<file path="src/logic/cmp_edge_pkg.sv">
// Constants shared by the comparator edge control block.
package cmp_edge_pkg;
	// Control register field positions and reset value.
	localparam int unsigned       CTRL_ENABLE_BIT = 7;
	localparam int unsigned       CTRL_OUT_BIT    = 6;
	localparam int unsigned       CTRL_RISE_BIT   = 5;
	localparam int unsigned       CTRL_FALL_BIT   = 4;
	localparam logic [7:0]        CTRL_RESET      = 8'h00;
	// Input select register reset value: negative field high nibble, positive low.
	localparam logic [7:0]        MUX_RESET       = 8'h77;
	// Mode register field positions and reset value.
	localparam int unsigned       MODE_RISE_IE_BIT = 5;
	localparam int unsigned       MODE_FALL_IE_BIT = 4;
	localparam logic [7:0]        MODE_RESET      = 8'h02;
	// Hysteresis codes.
	localparam logic [1:0]        HYST_OFF        = 2'h0;
	localparam logic [1:0]        HYST_5MV        = 2'h1;
	localparam logic [1:0]        HYST_10MV       = 2'h2;
	localparam logic [1:0]        HYST_20MV       = 2'h3;
	// Response time codes.
	localparam logic [1:0]        RESP_FASTEST    = 2'h0;
	localparam logic [1:0]        RESP_LOW_POWER  = 2'h3;
endpackage : cmp_edge_pkg

</file>
<file path="src/logic/comparator_edge_control.sv">
// Digital control around the analog comparator: settings, edge flags, outputs.
//
// Notes on behaviour
// RL1: Latched and raw outputs for pin routing.
// RL2: Raw output follows comparator without clock.
// RL3: Comparator output offered as reset source.
// RL4: Separate positive and negative input selects.
// RL5: Disabled comparator drives pin outputs low.
// RL6: Response time setting passed to core.
// RL7: Low four control bits hold hysteresis.
// RL8: Interrupt on rising, falling or both.
// RL9: Falling edge sets fall flag; rising sets rise.
// RL10: Edge flags stay set until cleared.
// RL11: Output state readable at any time.
// RL12: Enable bit one on, zero off.
// RL13: Enabled and output low requests wake.
// RL14: Spurious flags possible on enable or change.
// RL15: Software clears flags after settling.
// RL16: Control register layout, resets to zero.
// RL17: Edge irq needs own and system enable.
// RL18: Hysteresis codes off, 5, 10, 20 mV.
// RL19: Two-bit response mode, resets to two.
// RL20: Two-stage synchroniser feeds edges and latch.
// RL21: Write zero clears flag; set wins.
`timescale 1ns/1ns
`default_nettype none
module comparator_edge_control (
	// Clock and reset.
	input  wire logic       clock,
	input  wire logic       arst_n,
	// Analog core.
	input  wire logic       cmp_decision,
	output logic            cmp_power_on,
	output logic [3:0]      pos_input_sel,
	output logic [3:0]      neg_input_sel,
	output logic [1:0]      pos_hyst_sel,
	output logic [1:0]      neg_hyst_sel,
	output logic [1:0]      response_time_sel,
	// Software control writes.
	input  wire logic       ctrl_wr,
	input  wire logic [7:0] ctrl_wdata,
	input  wire logic       mux_wr,
	input  wire logic [7:0] mux_wdata,
	input  wire logic       mode_wr,
	input  wire logic [7:0] mode_wdata,
	input  wire logic       system_cmp_irq_enable,
	// Software readback.
	output logic [7:0]      cmp_control_reg,
	output logic [7:0]      cmp_input_select_reg,
	output logic [7:0]      cmp_mode_reg,
	// Pin, reset, wake and interrupt outputs.
	output logic            cmp_latched_out,
	output logic            cmp_raw_out,
	output logic            cmp_reset_src,
	output logic            wake_request,
	output logic            rise_irq,
	output logic            fall_irq
);
	////////////////////////////////////////////////////////////////////////////
	logic       enable_q;
	logic       rise_flag_q;
	logic       fall_flag_q;
	logic [3:0] hyst_q;
	logic [7:0] mux_q;
	logic       rise_ie_q;
	logic       fall_ie_q;
	logic [1:0] resp_q;
	logic       sync1_q;
	logic       sync2_q;
	logic       prev_q;
	logic       latched_q;
	logic       rise_irq_q;
	logic       fall_irq_q;
	logic       wake_q;
	logic       en_dly1_q;
	logic       en_dly2_q;

	// The decision is gated after the synchroniser, by an enable delayed through the
	// same two stages, so the edge, latch and wake logic never reads the pin unsynchronised.
	wire logic  out_state = sync2_q & en_dly2_q;   // RL20
	// The latched pin output follows the enable of the same edge, so it is low
	// from the first cycle in which the comparator is off.
	wire logic  enable_d = ctrl_wr ? ctrl_wdata[cmp_edge_pkg::CTRL_ENABLE_BIT] : enable_q;
	wire logic  rise_det = out_state & ~prev_q;   // RL20
	wire logic  fall_det = ~out_state & prev_q;   // RL20
	wire logic  rise_clr = ctrl_wr & ~ctrl_wdata[cmp_edge_pkg::CTRL_RISE_BIT];
	wire logic  fall_clr = ctrl_wr & ~ctrl_wdata[cmp_edge_pkg::CTRL_FALL_BIT];
	wire logic  rise_d   = rise_det | (rise_flag_q & ~rise_clr);   // RL9 RL10 RL21
	wire logic  fall_d   = fall_det | (fall_flag_q & ~fall_clr);   // RL9 RL10 RL21

	////////////////////////////////////////////////////////////////////////////
	// Software settings. Writing 1 to a flag bit leaves it as it is.
	always_ff @(posedge clock or negedge arst_n)
	begin
		if (!arst_n)
		begin
			enable_q  <= cmp_edge_pkg::CTRL_RESET[cmp_edge_pkg::CTRL_ENABLE_BIT];
			hyst_q    <= cmp_edge_pkg::CTRL_RESET[3:0];
			mux_q     <= cmp_edge_pkg::MUX_RESET;
			rise_ie_q <= cmp_edge_pkg::MODE_RESET[cmp_edge_pkg::MODE_RISE_IE_BIT];
			fall_ie_q <= cmp_edge_pkg::MODE_RESET[cmp_edge_pkg::MODE_FALL_IE_BIT];
			resp_q    <= cmp_edge_pkg::MODE_RESET[1:0];
		end
		else
		begin
			if (ctrl_wr)
			begin
				enable_q <= ctrl_wdata[cmp_edge_pkg::CTRL_ENABLE_BIT];   // RL12
				hyst_q   <= ctrl_wdata[3:0];   // RL7 RL18
			end
			if (mux_wr)
				mux_q <= mux_wdata;   // RL4
			if (mode_wr)
			begin
				rise_ie_q <= mode_wdata[cmp_edge_pkg::MODE_RISE_IE_BIT];
				fall_ie_q <= mode_wdata[cmp_edge_pkg::MODE_FALL_IE_BIT];
				resp_q    <= mode_wdata[1:0];   // RL6 RL19
			end
		end
	end

	////////////////////////////////////////////////////////////////////////////
	// Synchroniser, edge flags and registered outputs. Flags may pick up false
	// edges while the core settles after a settings change; software clears them.
	always_ff @(posedge clock or negedge arst_n)
	begin
		if (!arst_n)
		begin
			sync1_q     <= 1'b0;
			sync2_q     <= 1'b0;
			en_dly1_q   <= 1'b0;
			en_dly2_q   <= 1'b0;
			prev_q      <= 1'b0;
			rise_flag_q <= 1'b0;
			fall_flag_q <= 1'b0;
			latched_q   <= 1'b0;
			rise_irq_q  <= 1'b0;
			fall_irq_q  <= 1'b0;
			wake_q      <= 1'b0;
		end
		else
		begin
			sync1_q     <= cmp_decision;
			sync2_q     <= sync1_q;   // RL20
			en_dly1_q   <= enable_q;
			en_dly2_q   <= en_dly1_q;
			prev_q      <= out_state;
			rise_flag_q <= rise_d;   // RL14
			fall_flag_q <= fall_d;
			latched_q   <= out_state & enable_d;   // RL1 RL5
			rise_irq_q  <= rise_d & rise_ie_q & system_cmp_irq_enable;   // RL8 RL17
			fall_irq_q  <= fall_d & fall_ie_q & system_cmp_irq_enable;   // RL8 RL17
			wake_q      <= enable_q & ~out_state;   // RL13
		end
	end

	////////////////////////////////////////////////////////////////////////////
	// The raw and reset-source paths are pure gating so they work with the clock
	// stopped; they are the outputs not taken from a flip-flop, by necessity.
	assign cmp_raw_out     = cmp_decision & enable_q;   // RL2 RL5
	assign cmp_reset_src   = cmp_decision & enable_q;   // RL3
	assign cmp_latched_out = latched_q;
	assign wake_request    = wake_q;
	assign rise_irq        = rise_irq_q;
	assign fall_irq        = fall_irq_q;
	assign cmp_power_on    = enable_q;
	assign pos_input_sel   = mux_q[3:0];
	assign neg_input_sel   = mux_q[7:4];
	assign pos_hyst_sel    = hyst_q[3:2];
	assign neg_hyst_sel    = hyst_q[1:0];
	assign response_time_sel = resp_q;
	assign cmp_control_reg = {enable_q, latched_q, rise_flag_q, fall_flag_q, hyst_q};   // RL11 RL16
	assign cmp_input_select_reg = mux_q;
	assign cmp_mode_reg    = {2'h0, rise_ie_q, fall_ie_q, 2'h0, resp_q};

	////////////////////////////////////////////////////////////////////////////
	a_rise_sets_flag: assert property (@(posedge clock) disable iff (!arst_n) // RL9
		rise_det |=> rise_flag_q)
		else $error("rise edge lost");
	a_fall_sets_flag: assert property (@(posedge clock) disable iff (!arst_n) // RL9
		fall_det |=> fall_flag_q)
		else $error("fall edge lost");
	a_flag_sticky: assert property (@(posedge clock) disable iff (!arst_n) // RL10
		rise_flag_q && !rise_clr |=> rise_flag_q)
		else $error("rise flag dropped");
	a_fall_sticky: assert property (@(posedge clock) disable iff (!arst_n) // RL10
		fall_flag_q && !fall_clr |=> fall_flag_q)
		else $error("fall flag dropped");
	a_clear_works: assert property (@(posedge clock) disable iff (!arst_n) // RL21
		fall_clr && !fall_det |=> !fall_flag_q)
		else $error("fall flag not cleared");
	a_rise_clears: assert property (@(posedge clock) disable iff (!arst_n) // RL21
		rise_clr && !rise_det |=> !rise_flag_q)
		else $error("rise flag not cleared");

	a_enable_write: assert property (@(posedge clock) disable iff (!arst_n) // RL12
		ctrl_wr |=> cmp_power_on == $past(ctrl_wdata[cmp_edge_pkg::CTRL_ENABLE_BIT]))
		else $error("enable wrong");
	a_hyst_write: assert property (@(posedge clock) disable iff (!arst_n) // RL7 RL18
		ctrl_wr |=> {pos_hyst_sel, neg_hyst_sel} == $past(ctrl_wdata[3:0]))
		else $error("hysteresis wrong");
	a_mux_write: assert property (@(posedge clock) disable iff (!arst_n) // RL4
		mux_wr |=> cmp_input_select_reg == $past(mux_wdata))
		else $error("input select wrong");
	a_mode_write: assert property (@(posedge clock) disable iff (!arst_n) // RL6 RL19
		mode_wr |=> response_time_sel == $past(mode_wdata[1:0]))
		else $error("response time wrong");

	a_disabled_low: assert property (@(posedge clock) disable iff (!arst_n) // RL5
		!enable_q |-> !cmp_latched_out)
		else $error("latched out not low");
	a_raw_gated: assert property (@(posedge clock) disable iff (!arst_n) // RL5 RL3
		!enable_q |-> !cmp_raw_out && !cmp_reset_src)
		else $error("raw out not low");
	a_wake_follow: assert property (@(posedge clock) disable iff (!arst_n) // RL13
		enable_q && !out_state |=> wake_request)
		else $error("wake missing");
	a_wake_off: assert property (@(posedge clock) disable iff (!arst_n) // RL13
		!enable_q |=> !wake_request)
		else $error("wake while disabled");

	a_irq_gate: assert property (@(posedge clock) disable iff (!arst_n) // RL17
		rise_irq |-> $past(rise_ie_q) && $past(system_cmp_irq_enable))
		else $error("irq ungated");
	a_fall_irq_gate: assert property (@(posedge clock) disable iff (!arst_n) // RL17
		fall_irq |-> $past(fall_ie_q) && $past(system_cmp_irq_enable))
		else $error("fall irq ungated");
	a_rise_irq_set: assert property (@(posedge clock) disable iff (!arst_n) // RL8
		rise_d && rise_ie_q && system_cmp_irq_enable |=> rise_irq)
		else $error("rise irq missing");
	a_sync_latch: assert property (@(posedge clock) disable iff (!arst_n) // RL20
		cmp_latched_out == ($past(out_state) && enable_q))
		else $error("latch mismatch");
endmodule : comparator_edge_control
`default_nettype wire

</file>
<file path="config.mk">
export PLATFORM = sky130hd
export DESIGN_NAME = comparator_edge_control
export DESIGN_NICKNAME = d
export VERILOG_FILES = /design/src/logic/cmp_edge_pkg.sv /design/src/logic/comparator_edge_control.sv
export SDC_FILE = /design/constraint.sdc
export NUM_CORES = 1
export LEC_CHECK = 0
export BUFFER_PORTS_ARGS = -buffer_cell sky130_fd_sc_hd__clkbuf_2
export CORE_ASPECT_RATIO = 0.6
export CORE_MARGIN = 1.5
export CORE_UTILIZATION = 43
export CTS_BUF_LIST = sky130_fd_sc_hd__clkbuf_8
export CTS_CLUSTER_SIZE = 8
export DETAILED_ROUTE_END_ITERATION = 10
export PLACE_DENSITY = 0.81
export SLEW_MARGIN = 10
export SYNTH_ARGS = -nofsm -noshare
export SYNTH_HDL_FRONTEND = slang
export SYNTH_SLANG_ARGS = --single-unit
</file>
<file path="constraint.sdc">
create_clock -name clock -period 1.15 [get_ports clock]
set_input_delay 0.2875 -clock clock [delete_from_list [all_inputs] [get_ports clock]]
set_output_delay 0.2875 -clock clock [all_outputs]
set_load 0.03 [all_outputs]
</file>
## Word level (Yosys, flattened, before mapping)

Index checks and enable logic that the tools add are counted.

| storage, ports and cells | value |
|---|---|
| register bits after elaboration | 28 |
| bits of input ports | 31 |
| output and inout port bits | 45 |
| logic and storage cells | 40 |

| cells by class | value |
|---|---|
| mux-type cells | 1 |
| bitwise gates (word level) | 22 |

Operators with widths:

| kind | count |
|---|---|
| $and A1 B1 Y1 | 14 |
| $not A1 Y1 | 6 |
| $or A1 B1 Y1 | 2 |
| $mux W1 | 1 |

## Depth between registers and ports, before layout

| logic depth | value |
|---|---|
| word-level depth | 7 |
| gate-level depth with buffers | 4 |
| depth with buffers taken out | 3 |

## Least setup slack after synthesis

Ideal clock, no wire load.

| timing path | value |
|---|---|
| path type | flip-flop to output port |
| from | reg enable_q, in the netlist cmp_power_on |
| to | out cmp_reset_src |
| data arrival time | 1133 ps |
| path slack | -271 ps |
| stages on the path, launching flop included | 3 |
| cells stage by stage | dfrtp_1 > and2_1 > buf_4 |

| on the way | value |
|---|---|
| longest elaborated chain between the ends | 1 |

RTL lines:

| item | RTL line | RTL |
|---|---|---|
| start: declaration | comparator_edge_control.sv:60 | `logic enable_q;` |
| start signal: assignment | comparator_edge_control.sv:97 | `enable_q <= cmp_edge_pkg::CTRL_RESET[cmp_edge_pkg::CTRL_ENABLE_BIT];` |
| start signal: assignment | comparator_edge_control.sv:108 | `enable_q <= ctrl_wdata[cmp_edge_pkg::CTRL_ENABLE_BIT];` |
| $and A1 B1 Y1 | - |  |
| end: declaration | comparator_edge_control.sv:54 | `output logic cmp_reset_src,` |

Every way passes these cells.

## Worst setup path in the final report

| timing path | value |
|---|---|
| from | reg enable_q, in the netlist cmp_power_on |
| to | out cmp_raw_out |

| on the way | value |
|---|---|
| longest elaborated chain between the ends | 1 |

RTL lines:

| item | RTL line | RTL |
|---|---|---|
| $and A1 B1 Y1 | comparator_edge_control.sv:160 | `assign cmp_raw_out = cmp_decision & enable_q;` |
| end: declaration | comparator_edge_control.sv:53 | `output logic cmp_raw_out,` |

Every way passes these cells.

==> results.md <==
- FMAX: 772 MHz
- Share of layout cells above drive strength 1: 74.3%
- CP Launch Type: flop
- Critical-path cell list: and2_4 -> clkbuf_8
- Gate Count Post-Synth: 84
- Num CTS Buffers: 3
- Worst path slowest cell: dfrtp_2
- Fillers: 165
- Post-route minimum period: 1.30 ns
- Buffer depth of the longest clock path: 2
- Failing checks: setup timing
- Max reg flops: 8
- Die height: 43.6 µm
- Mean Syn Cell Area: 14.1 µm²
- Clock latency on the worst-skew pair: 0.27 ns
- First-pass GRT wire length: 3670 µm
- Initial Util: 46.2%
- Number of global-route vias before repair: 779
- Crit path required time: 0.86 ns
- Die Wd: 70.7 µm
- Seq cells post-synth: 28
- Core area: 2560 µm²
- Pin count of the biggest net entering global routing: 17
- Dpl cells: 159
- Max VDD drop: 0.000922 V
- Arrival @ worst endpoint: 1.01 ns
- Min setup slack post-route: -0.145 ns
- Pre-CTS WS: 0.0931 ns
- GRT overflow: 0
- Setup-failing EPs final: 32
- Clock Sinks: 28
- Reg clk slew, reported paths: 0.09 ns
- Final instance area: 1830 µm²
- Vias/cell: 4.54
- Lkg Pwr: 0.901 nW
- Pwr per Cell Area: 1570 nW/µm²
- Drt initial violations: 6
- CTS tree: built
- Final cell count without fillers: 168
- PortBufs: 66
- Yosys warning count: 0
- Sequential cell area: 714 µm²
- Max Cap Viol: 0
- Fin. Hold Viols: 0
- Clk_skew: 0.00451 ns
- H-Tree Depth: 1
- Antenna Nets Post-Route: 0
- All-layer global routing usage: 15.6%
- Highest net fanout along the worst path: 5
- Max incr delay on CP: 0.44 ns
- Period utilization: 113%
- CP Class: flop to output pin
- Via Count: 762
- DRC: 0
- Mapped Area: 1180 µm²
- Crit path buf inv count: 1
- RSZ-0062 raised after global routing: yes
- Setup_tns: -2.09 ns
- Family with the most delay on the worst path: flip-flops
- # diodes: 0
- Placed inst area: 1380 µm²
- Distinct cell type count after synthesis: 17
- Initial antenna violation count: 0
- Run status: finished, violations left
- Number of cell rows: 14
- Multi-input gate area: 278 µm²
- Die area: 3080 µm²
- HP Class: input port to flop
- Synth-to-layout area growth: 55.2%
- NumNets Final: 168
- Critical Path Sink Type: output pin
- Detailed Place HPWL: 1480 µm
- RD Place Congestion: 0.675
- Root buffer cell: clkbuf_8
- WL/cell: 14.2 µm
- Register area share after synthesis: 60.1%
- Final wirelength: 2390 µm
- Slew Viols, Final: 0
- IO Pins: 76
- Drt pass-1 iters: 4
-- routing by layer --
metal / track usage (%) / up-vias / part of all wire, %
met3: 7.67 / 0 / 13
met1: 17.9 / 354 / 38
met4: 2.26 / 0 / 0
li1: - / 353 / -
met2: 27.7 / 55 / 49
met5: 0 / - / 0
-- final cells by class --
cell class                 count  share of cell area, %
inverter                       1                  0.205
timing repair buffer          72                   39.6
sequential                    28                   39.0
clock inverter                 1                   1.64
multi-input combinational     31                   15.2
tap                           32                   2.18
clock buffer                   3                   2.25
-- per-stage QoR --
stage                     power [mW]  utilization [%]  hold slack (ns)
after CTS                       2.80             68.8            0.124
after global routing            3.00             71.7            0.119
after global placement          1.81             54.1            0.197
final                           2.87             71.7            0.135
after detailed placement        1.82             54.1            0.214
after floorplan                 1.72                -         -0.00809
-- synth_stat cells --
library cell   n  area, µm²
and3_1         2       12.5
mux2_4         1       15.0
o2bb2ai_1      1       8.76
and2_1         2       12.5
nand2_1        1       3.75
buf_6          1       11.3
inv_1          1       3.75
conb_1         1       3.75
dfstp_2        7        184
nor2b_1        1       6.26
mux2_2        13        146
nand2b_1       2       12.5
dfrtp_1       21        526
buf_4         25        188
a22o_1         1       8.76
buf_2          1       5.00
mux2_1         3       33.8
-- power by group --
| part | switching, mW | total (mW) | internal, mW |
|---|---|---|---|
| sequential | 0.101 | 1.20 | 1.10 |
| combinational | 0.459 | 0.914 | 0.456 |
| clock | 0.286 | 0.751 | 0.465 |
| total | 0.846 | 2.87 | 2.02 |
-- kinds of logic (layout without fill, tap and decap cells) --
logic type,Yosys count,after routing,synth area share [%]
buffers and inverters,28,77,17.6
other,1,4,0.317
and+or+nand+nor,8,8,4.02
AOI/OAI and AO/OA,2,2,1.48
DFF,28,28,60.1
muxes,17,17,16.5
-- path summary, 6_finish.rpt --
check / from / endpoint / slack, ns / cells past startpoint
min in group asynchronous: arst_n / sync2_q / 0.46 / 2
max in group asynchronous: arst_n / cmp_input_select_reg[2] / 0.20 / 3
hold reg to reg: sync1_q / sync2_q / 0.36 / 0
setup reg to reg: fall_flag_q / fall_irq / 0.14 / 3
hold / removal: cmp_decision / sync1_q / 0.14 / 1
setup / recovery: cmp_power_on / cmp_raw_out / -0.15 / 2
-- repair_timing --
item | 4_1_cts | 5_1_grt
resized for setup | 66 | 46
hold endpoints to repair | 9 | 0
hold buffers | 1 | 0
pin swaps | 1 | 0
cloned | 0 | 0
endpoints found under the setup margin | 35 | 38
buffers inserted | 2 | 2
-- cells in the final DEF, fill, tap and decap left out, drive strengths merged --
cell type | synthesis | final
buf | 27 | 39
clkbuf | 0 | 35
dfrtp | 21 | 21
mux2 | 17 | 17
dfstp | 7 | 7
conb | 1 | 4
nand2b | 2 | 2
and3 | 2 | 2
and2 | 2 | 2
nand2 | 1 | 1
o2bb2ai | 1 | 1
a22o | 1 | 1
nor2b | 1 | 1
inv | 1 | 1
bufinv | 0 | 1
dlygate4sd3 | 0 | 1
(Power assumes the default switching activity.)
